$ cat src/rtl/rmsb_defs.svh
// Constants for the raster mask and block fill block
// Behaviour
// - Host pacing waits for data per pixel
// - Host pacing works for stepped spans only; block fill ignores it
// - Paced mode reloads mask on every word
// - Paced mode, exhausted mask gives passive fragments
// - Foreign message ends a host-paced primitive
// - Readback emits active walk steps
// - Copy scans destination rectangle only
// - One mask bit per generated pixel
// - Bit order follows mask bit order
// - Optional invert; one active, zero passive
// - Rotate mask one place per pixel
// - Unpaced, exhausted mask stalls for word
// - Right-edge pixel skipped, no mask bit
// - Block sizes 8, 16, 32, aligned starts
// - Block limits message at each scanline start
// - Block write per step, X by size
// - Block coordinates are screen relative
// - Block fill bypasses per-pixel operations
// - Block fill accepts any aligned trapezoid
// - Size code 0=8, 1=16, 2=32
// - Other message during stall aborts, then processed
`ifndef RMSB_DEFS_SVH
`define RMSB_DEFS_SVH
`define RMSB_MSG_COLOUR   3'h0
`define RMSB_MSG_DEPTH    3'h1
`define RMSB_MSG_STENCIL  3'h2
`define RMSB_MSG_FRAMEBUFFER_DATA_MSG   3'h3
`define RMSB_MSG_MASK     3'h4
`define RMSB_MSG_RENDER   3'h5
`define RMSB_MSG_OTHER    3'h6
`define RMSB_RND_FILL     3
`define RMSB_RND_SIZE_LO  4
`define RMSB_RND_PACED    11
`define RMSB_RND_MASKEN   12
`define RMSB_MODE_MIRROR  0
`define RMSB_MODE_INVERT  1
`define RMSB_MASK_BITS    6'h20
`define RMSB_OUT_WALK     2'h0
`define RMSB_OUT_LIMITS   2'h1
`define RMSB_OUT_BLOCK    2'h2
`endif

$ cat src/rtl/rmsb_pkg.sv
// Types shared by the raster mask and block fill block
`default_nettype none
package rmsb_pkg;
    typedef enum logic [2:0] {
        RMSB_IDLE,
        RMSB_LINE,
        RMSB_STEP,
        RMSB_WAIT_MASK,
        RMSB_FILL
    } rmsb_state_t;
endpackage
`default_nettype wire

$ cat src/rtl/rmsb_mask_bit.sv
// Mask bit selection, inversion and rotation
`include "rmsb_defs.svh"
`default_nettype none
module rmsb_mask_bit (
    // Mask and mode
    input  wire logic [31:0] mask_in,
    input  wire logic        mirror_in,
    input  wire logic        invert_in,
    // Result
    output logic             active_out,
    output logic [31:0]      rotated_out
);
    logic tested;
    always_comb begin
        tested = mirror_in ? mask_in[0] : mask_in[31];
        active_out = tested ^ invert_in;
        rotated_out = mirror_in ? {mask_in[0], mask_in[31:1]}
                                : {mask_in[30:0], mask_in[31]};
    end
endmodule
`default_nettype wire

$ cat src/rtl/rmsb_raster.sv
// Rectangle/trapezoid span stepper with bit mask and fast block fill
`include "rmsb_defs.svh"
`default_nettype none
module rmsb_raster (
    // Clock and reset
    input  wire logic        clk_in,
    input  wire logic        reset_in,
    // Incoming message stream
    input  wire logic        msg_valid_in,
    input  wire logic [2:0]  msg_kind_in,
    input  wire logic [31:0] msg_data_in,
    output logic             msg_ready_out,
    // Primitive geometry (screen relative)
    input  wire logic [15:0] x_left_in,
    input  wire logic [15:0] x_right_in,
    input  wire logic [15:0] y_start_in,
    input  wire logic [15:0] line_count_in,
    input  wire logic        y_down_in,
    input  wire logic        skip_right_in,
    // Long-term mode
    input  wire logic        mask_bit_order_in,
    input  wire logic        mask_invert_in,
    // Outgoing step messages
    output logic             out_valid_out,
    output logic [1:0]       out_kind_out,
    output logic             out_active_out,
    output logic [31:0]      out_data_out,
    input  wire logic        out_ready_in,
    // Status
    output logic             busy_out,
    output logic             abort_out
);
    typedef struct packed {
        rmsb_pkg::rmsb_state_t state;
        logic        paced;
        logic        mask_en;
        logic        fill;
        logic [1:0]  size;
        logic [31:0] mask;
        logic [5:0]  bits_left;
        logic [15:0] x;
        logic [15:0] y;
        logic [15:0] lines;
        logic        host_go;
        logic        pend_valid;
        logic [2:0]  pend_kind;
        logic [31:0] pend_data;
        logic        out_valid;
        logic [1:0]  out_kind;
        logic        out_active;
        logic [31:0] out_data;
        logic        abort;
        logic        busy;
        logic        ready;
    } rmsb_regs_t;

    rmsb_regs_t st_reg;
    rmsb_regs_t st_next;
    logic        bit_active;
    logic [31:0] bit_rot;
    logic [15:0] x_last;
    logic [15:0] step;
    logic        take;
    logic        host_data;
    logic        out_free;

    rmsb_mask_bit u_bit (
        .mask_in     (st_reg.mask),
        .mirror_in   (mask_bit_order_in),
        .invert_in   (mask_invert_in),
        .active_out  (bit_active),
        .rotated_out (bit_rot)
    );

    always_comb begin
        // With skip_right_in set, the right-edge pixel is outside the sampled span
        x_last = skip_right_in ? x_left_in + x_right_in - x_left_in - 16'h0001
                               : x_right_in;
        case (st_reg.size)
            2'h1: step = 16'h0010;
            2'h2: step = 16'h0020;
            default: step = 16'h0008;
        endcase
        out_free = !st_reg.out_valid || out_ready_in;
        host_data = st_reg.pend_kind == `RMSB_MSG_COLOUR
                 || st_reg.pend_kind == `RMSB_MSG_DEPTH
                 || st_reg.pend_kind == `RMSB_MSG_STENCIL
                 || st_reg.pend_kind == `RMSB_MSG_FRAMEBUFFER_DATA_MSG;
        // Ready is registered: one slot, refilled the cycle after it empties
        take = msg_valid_in && st_reg.ready;
        st_next = st_reg;
        st_next.abort = 1'b0;
        if (out_ready_in) begin
            st_next.out_valid = 1'b0;
        end
        // Messages are latched once, then acted on by the stepper
        if (take) begin
            st_next.pend_valid = 1'b1;
            st_next.pend_kind = msg_kind_in;
            st_next.pend_data = msg_data_in;
        end
        case (st_reg.state)
            rmsb_pkg::RMSB_IDLE: begin
                if (st_reg.pend_valid) begin
                    st_next.pend_valid = take;
                    if (st_reg.pend_kind == `RMSB_MSG_MASK) begin
                        st_next.mask = st_reg.pend_data;
                        st_next.bits_left = `RMSB_MASK_BITS;
                    end else if (st_reg.pend_kind == `RMSB_MSG_RENDER) begin
                        st_next.paced = st_reg.pend_data[`RMSB_RND_PACED];
                        st_next.mask_en = st_reg.pend_data[`RMSB_RND_MASKEN];
                        st_next.fill = st_reg.pend_data[`RMSB_RND_FILL];
                        st_next.size = st_reg.pend_data[`RMSB_RND_SIZE_LO +: 2];
                        st_next.y = y_start_in;
                        st_next.lines = line_count_in;
                        st_next.host_go = 1'b0;
                        st_next.state = line_count_in == 16'h0000 ? rmsb_pkg::RMSB_IDLE
                                                                 : rmsb_pkg::RMSB_LINE;
                    end
                end
            end
            rmsb_pkg::RMSB_LINE: begin
                if (out_free) begin
                    st_next.x = x_left_in;
                    if (st_reg.fill) begin
                        // Limits per line; addresses are screen relative
                        st_next.x = x_left_in & ~(step - 16'h0001);
                        st_next.out_valid = 1'b1;
                        st_next.out_kind = `RMSB_OUT_LIMITS;
                        st_next.out_active = 1'b1;
                        st_next.out_data = {x_last, x_left_in};
                        st_next.state = rmsb_pkg::RMSB_FILL;
                    end else begin
                        st_next.state = rmsb_pkg::RMSB_STEP;
                    end
                end
            end
            rmsb_pkg::RMSB_FILL: begin
                // No mask, pacing or per-pixel stages on this path
                if (out_free) begin
                    st_next.out_valid = 1'b1;
                    st_next.out_kind = `RMSB_OUT_BLOCK;
                    st_next.out_active = 1'b1;
                    st_next.out_data = {st_reg.y, st_reg.x};
                    st_next.x = st_reg.x + step;
                    if (st_reg.x + step > x_last) begin
                        st_next.y = y_down_in ? st_reg.y - 16'h0001 : st_reg.y + 16'h0001;
                        st_next.lines = st_reg.lines - 16'h0001;
                        st_next.state = st_reg.lines == 16'h0001 ? rmsb_pkg::RMSB_IDLE
                                                                : rmsb_pkg::RMSB_LINE;
                    end
                end
            end
            rmsb_pkg::RMSB_STEP: begin
                if (st_reg.paced && st_reg.pend_valid) begin
                    st_next.pend_valid = take;
                    if (st_reg.pend_kind == `RMSB_MSG_MASK) begin
                        st_next.mask = st_reg.pend_data;
                        st_next.bits_left = `RMSB_MASK_BITS;
                    end else if (host_data) begin
                        st_next.host_go = 1'b1;
                    end else begin
                        // Leave the message queued for idle handling
                        st_next.pend_valid = 1'b1;
                        st_next.abort = 1'b1;
                        st_next.state = rmsb_pkg::RMSB_IDLE;
                    end
                end else if (!st_reg.paced && st_reg.mask_en
                             && st_reg.bits_left == 6'h00) begin
                    st_next.state = rmsb_pkg::RMSB_WAIT_MASK;
                end else if ((!st_reg.paced || st_reg.host_go) && out_free) begin
                    st_next.host_go = 1'b0;
                    st_next.out_valid = 1'b1;
                    st_next.out_kind = `RMSB_OUT_WALK;
                    st_next.out_data = {st_reg.y, st_reg.x};
                    st_next.out_active = 1'b1;
                    if (st_reg.mask_en) begin
                        st_next.out_active = st_reg.bits_left != 6'h00 && bit_active;
                        if (st_reg.bits_left != 6'h00) begin
                            st_next.mask = bit_rot;
                            st_next.bits_left = st_reg.bits_left - 6'h01;
                        end
                    end
                    st_next.x = st_reg.x + 16'h0001;
                    if (st_reg.x >= x_last) begin
                        st_next.y = y_down_in ? st_reg.y - 16'h0001 : st_reg.y + 16'h0001;
                        st_next.lines = st_reg.lines - 16'h0001;
                        st_next.state = st_reg.lines == 16'h0001 ? rmsb_pkg::RMSB_IDLE
                                                                : rmsb_pkg::RMSB_LINE;
                    end
                end
            end
            rmsb_pkg::RMSB_WAIT_MASK: begin
                if (st_reg.pend_valid) begin
                    if (st_reg.pend_kind == `RMSB_MSG_MASK) begin
                        st_next.pend_valid = take;
                        st_next.mask = st_reg.pend_data;
                        st_next.bits_left = `RMSB_MASK_BITS;
                        st_next.state = rmsb_pkg::RMSB_STEP;
                    end else begin
                        st_next.abort = 1'b1;
                        st_next.state = rmsb_pkg::RMSB_IDLE;
                    end
                end
            end
            default: st_next.state = rmsb_pkg::RMSB_IDLE;
        endcase
        st_next.busy = st_next.state != rmsb_pkg::RMSB_IDLE;
        st_next.ready = !st_next.pend_valid;
        if (reset_in) begin
            st_next = '0;
            st_next.state = rmsb_pkg::RMSB_IDLE;
        end
    end

    always_ff @(posedge clk_in) begin
        st_reg <= st_next;
    end

    assign msg_ready_out  = st_reg.ready;
    assign out_valid_out  = st_reg.out_valid;
    assign out_kind_out   = st_reg.out_kind;
    assign out_active_out = st_reg.out_active;
    assign out_data_out   = st_reg.out_data;
    assign busy_out       = st_reg.busy;
    assign abort_out      = st_reg.abort;
endmodule
`default_nettype wire
$ cat config.mk
export PLATFORM = sky130hd
export DESIGN_NAME = rmsb_raster
export DESIGN_NICKNAME = d
export VERILOG_FILES = /design/src/rtl/rmsb_pkg.sv /design/src/rtl/rmsb_mask_bit.sv /design/src/rtl/rmsb_raster.sv
export VERILOG_INCLUDE_DIRS = /design/src /design/src/rtl
export SDC_FILE = /design/constraint.sdc
export NUM_CORES = 1
export LEC_CHECK = 0
export BUFFER_PORTS_ARGS = -buffer_cell sky130_fd_sc_hd__buf_2
export CAP_MARGIN = 20
export CORE_UTILIZATION = 52
export CTS_BUF_LIST = sky130_fd_sc_hd__clkbuf_4
export DETAILED_ROUTE_END_ITERATION = 12
export GPL_TIMING_DRIVEN = 0
export PLACE_DENSITY = 0.73
export SETUP_SLACK_MARGIN = 0.3
export SYNTH_ARGS = -nofsm -noshare
export SYNTH_HDL_FRONTEND = slang
export SYNTH_SLANG_ARGS = --single-unit
$ cat constraint.sdc
create_clock -name clk_in -period 5.45 [get_ports clk_in]
set_clock_uncertainty 0.1 [all_clocks]
set_input_delay 0.2725 -clock clk_in [delete_from_list [all_inputs] [get_ports clk_in]]
set_output_delay 0.2725 -clock clk_in [all_outputs]
set_load 0.01 [all_outputs]
== Word level (Yosys, flattened, before mapping) ==
Cells that the tools add are included.

* Add/subtract/negate cells: 10
* Order comparisons: 2
* Equal/unequal tests: 30
* Mux-type cells: 67
* Bitwise operators: 4
* Reductions and logical operators: 30

{| class="wikitable"
|+ Operators by type and width
! cell !! number
|-
| two-way mux 36 bit || 7
|-
| two-way mux 38 bit || 5
|-
| two-way mux 87 bit || 2
|-
| one-hot mux 38 bit (3 select lines) || 1
|-
| one-hot mux 36 bit (3 select lines) || 1
|-
| two-way mux 32 bit || 3
|-
| two-way mux 48 bit || 2
|-
| one-hot mux 32 bit (3 select lines) || 1
|-
| two-way mux 33 bit || 2
|-
| two-way mux 16 bit || 4
|-
| subtractor 16 x 1 -> 16 bit (second input constant) || 4
|-
| one-hot mux 16 bit (3 select lines) || 1
|-
| two-way mux 46 bit || 1
|-
| two-way mux 34 bit || 1
|-
| two-way mux 3 bit || 11
|-
| adder 16 x 1 -> 16 bit (second input constant) || 2
|-
| adder 16 bit || 2
|-
| inequality test 2 bit (second input constant) || 12
|-
| inequality test 3 bit (second input constant) || 6
|-
| bitwise AND 16 bit || 1
|-
| equality test 16 x 1 -> 1 bit (second input constant) || 1
|-
| greater-or-equal comparator 16 bit || 1
|-
| > comparator 16 bit || 1
|-
| zero test 16 bit || 1
|-
| other kinds (30) || 70
|}

* Flip-flop bits (word level): 170
* Input bits: 107
* Word-level logic and storage cells: 164

== Logic depth before layout (Yosys ltp) ==
* Depth in word-level cells: 11
* Depth in mapped cells: 23
* Gate-level depth less buffers: 22

== Hierarchy ==
A second synthesis with hierarchy kept.

* Cells, all modules: 1435
* Area, all modules: 11476.0 sq um

{| class="wikitable"
|+ By module, submodules not included
! module !! times used !! cells each !! area each (sq um) !! seq. area each (sq um)
|-
| rmsb_raster || 1 || 1397 || 10913.0 || 3403.3
|-
| rmsb_mask_bit || 1 || 38 || 563.0 || 0.0
|}

== Worst setup path after synthesis ==
Ideal clock, no wire load.

* Path kind: in2reg
* From: in x_right_in[1]
* To: reg st_reg[77] (netlist bit)
* Arrival: 4.264 ns
* Path slack: 0.951 ns
* Stages: 23
* Cell sequence: inv_1 -> ha_1 -> inv_1 -> fa_1 -> nand2b_1 -> a21o_1 -> a31o_2 -> a21oi_1 -> a21o_1 -> a21oi_1 -> xnor2_1 -> nand2_1 -> xor2_1 -> ha_1 -> inv_1 -> or2_2 -> mux2i_4 -> o211ai_1 -> a31oi_2 -> o2111ai_2 -> buf_2 -> a311oi_1 -> a211oi_2

* Longest elaborated chain between the ends: 7
* Elaborated cells on any way between the ends: 9

{| class="wikitable"
|+ RTL lines
! item !! RTL line !! source
|-
| start: declaration || rmsb_raster.sv:15 || <nowiki>input wire logic [15:0] x_right_in,</nowiki>
|-
| adder 16 bit || rmsb_raster.sv:77 || <nowiki>x_last = skip_right_in ? x_left_in + x_right_in - x_left_in - 16'h0001</nowiki>
|-
| subtractor 16 bit || rmsb_raster.sv:77 ||
|-
| subtractor 16 x 1 -> 16 bit || rmsb_raster.sv:77 ||
|-
| two-way mux 16 bit * || rmsb_raster.sv:77 ||
|-
| greater-or-equal comparator 16 bit or > comparator 16 bit (tied branches) || rmsb_raster.sv:185, rmsb_raster.sv:146 ||
|-
| inequality test 2 bit (no source line) || n/a ||
|-
| AND reduction 10 bit (no source line) * || n/a ||
|-
| end signal: assignment || rmsb_raster.sv:217 || <nowiki>st_reg <= st_next;</nowiki>
|-
| end: declaration || rmsb_raster.sv:57 || <nowiki>rmsb_regs_t st_reg;</nowiki>
|}

Mark *: on every way between the ends. The rest lies on a longest branch, timed or not.
A chain may end at the register's enable or synchronous reset.

== Final worst setup path ==
* From: reg st_reg[162] (netlist bit)
* To: reg st_reg[93] (netlist bit)

* Longest elaborated chain between the ends: 6
* Elaborated cells on any way between the ends: 7

{| class="wikitable"
|+ RTL lines
! item !! RTL line !! source
|-
| equality test 2 bit or equality test 2 x 1 -> 1 bit (tied branches) || rmsb_raster.sv:79 || <nowiki>case (st_reg.size)</nowiki>
|-
| one-hot mux 6 bit (2 select lines) * || rmsb_raster.sv:79 ||
|-
| adder 16 bit * || rmsb_raster.sv:146 || <nowiki>if (st_reg.x + step > x_last) begin</nowiki>
|-
| > comparator 16 bit * || rmsb_raster.sv:146 ||
|-
| inequality test 2 bit (no source line) * || n/a ||
|-
| AND reduction 10 bit (no source line) * || n/a ||
|}

Marks and branches as above.

==> parameters.txt <==
Parameter                              Value

Worst setup path
  Critical-path cell list    inv_1 -> ha_1 -> ha_1 -> inv_1 -> fa_1 -> nor2b_1 -> o21ai_0 -> xnor2_1 -> ha_1 -> nand4_1 -> a21oi_1 -> a211oi_2 -> nor4_2 -> a311o_1 -> o311ai_2 -> a31oi_2 -> o2111ai_4 -> clkbuf_4 -> a311oi_1 -> a211oi_2
  Stages on the worst setup path    20
  Worst reg2reg path endpoint    st_reg[93]
  Setup slack of the worst register-to-register path    530 ps
  Worst path slowest cell    fa_1
  CP Launch Type    register
  Crit. Startpoint    st_reg[162]
  Depth of the worst register-to-register path    20
  Worst Path Required    5880 ps
  Critical path's largest stage delay    440 ps
  Library cell appearing most often on the critical path    ha_1
  WS Path Type    register to register
  Endpoint arrival time on the critical path    5340 ps
  Max FO, Critical Path    10
  Worst path buffer plus inverter count    3
  Reg2reg start    st_reg[162]
  Critical path endpoint    st_reg[93]
  Crit-path leading delay family    compound AO/OA/AOI/OAI gates
  Kind of end point of the critical path    register

Drt
  Mean routed wirelength per cell    18.6 um
  Length of the first detailed-routing pass in iterations    8
  Drc violations    0
  Via density    6.12
  Routed vias    12.1k
  Number of DRC violations after detailed-routing iteration 0    1241
  Final wirelength    36800 um
  Antenna violation net count after detailed routing    0

Yosys
  Share of synthesized registers carrying an async set or reset    0%
  Area of the mapped netlist    11200 sq um
  Count of cell types in the netlist    91
  Syn nets    1605
  Number of synthesized flops with an enable pin    0
  Area share of fa/ha/maj cells after synthesis    7.08%
  Compound-gate portion of the synthesized area    26.1%
  Share of the yosys chip area belonging to registers    30.4%
  Synthesized instance count    1438
  Main synth FF type    dfxtp_1
  Post-synthesis xor/xnor area fraction    3.58%
  Simple-gate share of the synthesized area    22.2%
  Cell types occupying the most area after synthesis    dfxtp_1 (30%), ha_1 (6.4%), nand2_1 (6.1%), a21oi_1 (5.2%), nor2_1 (5.1%)
  Number of synthesized register bits    170
  Share of cell area taken by muxes after synthesis    3.14%
  Main combinational cell family by area after synthesis    compound AO/OA/AOI/OAI gates
  Count of synthesis-stage warnings from yosys    0
  Area leader, netlist    dfxtp_1
  Area share of the largest cell type after synthesis    30.4%
  Mapped Avg Cell Area    7.79 sq um

Clock tree
  Clock slew at reported path FFs    160 ps
  Clock insertion delay at the later pin of the skew report    600 ps
  Num Clock Sinks    170
  Number of buffers between clock root and the deepest sink    2
  Total CTS buffers    17
  Clock tree from TritonCTS    done
  CTS H-tree depth    4
  Root Buffer Master    clkbuf_4

STA
  Total of endpoints with negative setup slack in the final report    0
  RSZ-0062 raised after global routing    no
  Final number of hold-violating endpoints    0
  Setup total negative slack    0 ps
  Final setup margin    533 ps
  Normalized max-slew margin    29.6%
  Min Tclk post-route    4920 ps
  Number of max-slew violations in the final report    0
  Peak clock frequency supported by timing    203 MHz
  Slew @ Worst Pin    1040 ps
  Crit share post-route    90.2%

Placed design
  Number of buffers inserted by port buffering    143
  Placer Congestion    0.970
  DP HPWL    26800 um
  Placement-stage worst setup slack    135 ps

Floorplanning
  Area of the placeable core    21100 sq um
  X dimension of the die    149 um
  Die Ht    149 um
  Full die area    22100 sq um
  FP Rows    53
  Starting density of the core    53.1%
  I/O pin total    146

Pwr
  Worst vdd ir    138 uV
  Register share of total power    51.1%
  Proportion of total power due to net switching    31.9%
  Pwr/cell area    186 nW/um^2
  Sw power    0.000799 W
  Logic pwr share    18.0%
  Static Leak    5.38 nW
  Final total power    0.00250 W
  Clock network fraction of total power    30.8%
  Internal power    0.00171 W

Finish
  Area growth, synth to finish    20.1%
  Fraction of final layout cells with drive strength greater than 1    16.0%
  Filler cell count in the final layout    1908
  Final-stage net count    1853
  Flip-flop count of the largest register, all copies and words added    131

Global routing
  Number of antenna violations at the first check in global routing    1
  Global routing usage summed across all routing layers    33.0%
  Via count of the first global-routing pass    10.9k
  Grt total ovfl    0
  Maximum number of pins on one net before global-route repair    19
  First-pass GRT wire length    57200 um

Run status
  Outcome    finished, final reports clean

Worst hold path
  Worst hold path class    primary input to register

Run
  Maximum Capacitance Violations    0
worst min-delay path by stage:
stage                               from          endpoint  cells after the start
after floorplan           msg_data_in[0]        st_reg[39]                      2
after CTS                   msg_valid_in        st_reg[40]                      4
after detailed placement      st_reg[53]        st_reg[53]                      2
final                     x_right_in[15]  out_data_out[31]                      4
after global placement        st_reg[70]        st_reg[70]                      2
after global routing      x_right_in[15]  out_data_out[31]                      4
layout by cell type, fill, tap and decap left out, drive strengths merged, types with 26 or more instances in the layout:
cell type	synthesis	final
a222oi	36	36
o21ai	54	54
dlygate4sd3	0	84
nand3	54	54
a211oi	29	29
a21oi	116	116
xnor2	34	34
nor2	151	151
nor2b	26	26
dfxtp	170	170
nand2	182	182
a311oi	39	39
ha	57	57
inv	47	54
buf	47	191
nor3	35	35
clkbuf	89	107
layer usage:
layer / vias up / wire length [um] / GRT usage, % / part of all wire, %
li1: 5760 / - / - / -
met1: 5667 / 15900 / 45.5 / 43
met2: 580 / 16300 / 51.4 / 44
met3: 88 / 3520 / 5.78 / 9.6
met4: 0 / 1110 / 12.1 / 3.0
met5: - / 0 / 0 / 0
metrics by stage:
step | hold WS (ps) | instances | area [sq um] | util (%)
finish | 88.1 | 1976 | 13500 | 63.8
global placement | 342 | 1856 | 12300 | 58.2
detailed placement | 350 | 1856 | 12300 | 58.2
floorplan | 308 | 1438 | 11200 | -
CTS | 63.8 | 1972 | 13400 | 63.6
global route | 122 | 1976 | 13500 | 63.8
kinds of logic (layout without fill, tap and decap cells):
group	count (synthesis)	count (layout)
AND/OR/NAND/NOR	539	539
AO/OA/AOI/OAI	406	406
buffers and inverters	184	445
flip-flops	170	170
adder cells (fa/ha/maj)	62	62
XOR/XNOR	45	45
multiplexers	32	32
other	0	2
power by group through the flow:
stage	Combinational [W]	Clock [W]	Sequential, W
after global routing	0.000492	0.000825	0.00128
after CTS	0.000438	0.000787	0.00128
after detailed placement	0.000390	0	0.00131
after global placement	0.000384	0	0.00131
after floorplan	0.000258	0	0.00130
final	0.000451	0.000773	0.00128
worst register-to-register path, cell delays in order, from the launching register on:
cell       delay [ps]
dfxtp_2           410
inv_1              60
ha_1              280
ha_1              170
inv_1              60
fa_1              440
nor2b_1           210
o21ai_0           120
xnor2_1           260
ha_1              310
nand4_1           110
a21oi_1            80
a211oi_2          270
nor4_2             80
a311o_1           390
o311ai_2          410
a31oi_2           220
o2111ai_4         280
clkbuf_4          280
a311oi_1           80
a211oi_2          220
cell usage after synthesis, types with 5 or more instances:
master,count
a21oi_1,116
nor3_1,33
inv_1,46
xor2_1,11
buf_2,6
a32oi_1,5
nand2b_1,12
buf_4,36
and3_1,10
xnor2_1,33
nor2b_1,26
o21ai_0,48
nor4_1,14
a31oi_1,13
o31ai_1,6
o21bai_1,6
a221oi_1,11
mux2_2,15
a311oi_1,35
and2_1,6
or3_1,14
nor2_1,151
o21ai_1,5
a21o_1,13
o211ai_1,8
clkbuf_1,88
nand4_1,10
nand3_1,54
a211oi_1,26
mux2i_1,16
a22oi_1,18
o21a_1,7
ha_1,57
nand2_1,182
dfxtp_1,170
a222oi_1,36
area by class of cell:
class	count	area (sq um)	share of cell area (%)
Multi-Input combinational cell	1084	6980	51.9
Buffer	136	664	4.94
Sequential cell	170	3400	25.3
Antenna cell	2	5.00	0.0372
Tap cell	275	344	2.56
Clock buffer	17	128	0.949
Clock inverter	15	174	1.29
Inverter	48	180	1.34
Timing Repair Buffer	229	1570	11.7
repair_timing:
action / 4_1_cts / 5_1_grt
hold endpoints to repair: 93 / 0
buffers inserted: 0 / 1
hold buffers: 84 / 0
gates resized for setup: 0 / 4
endpoints found under the setup margin: 0 / 21
No activity file was read; power rests on OpenSTA's default activity.
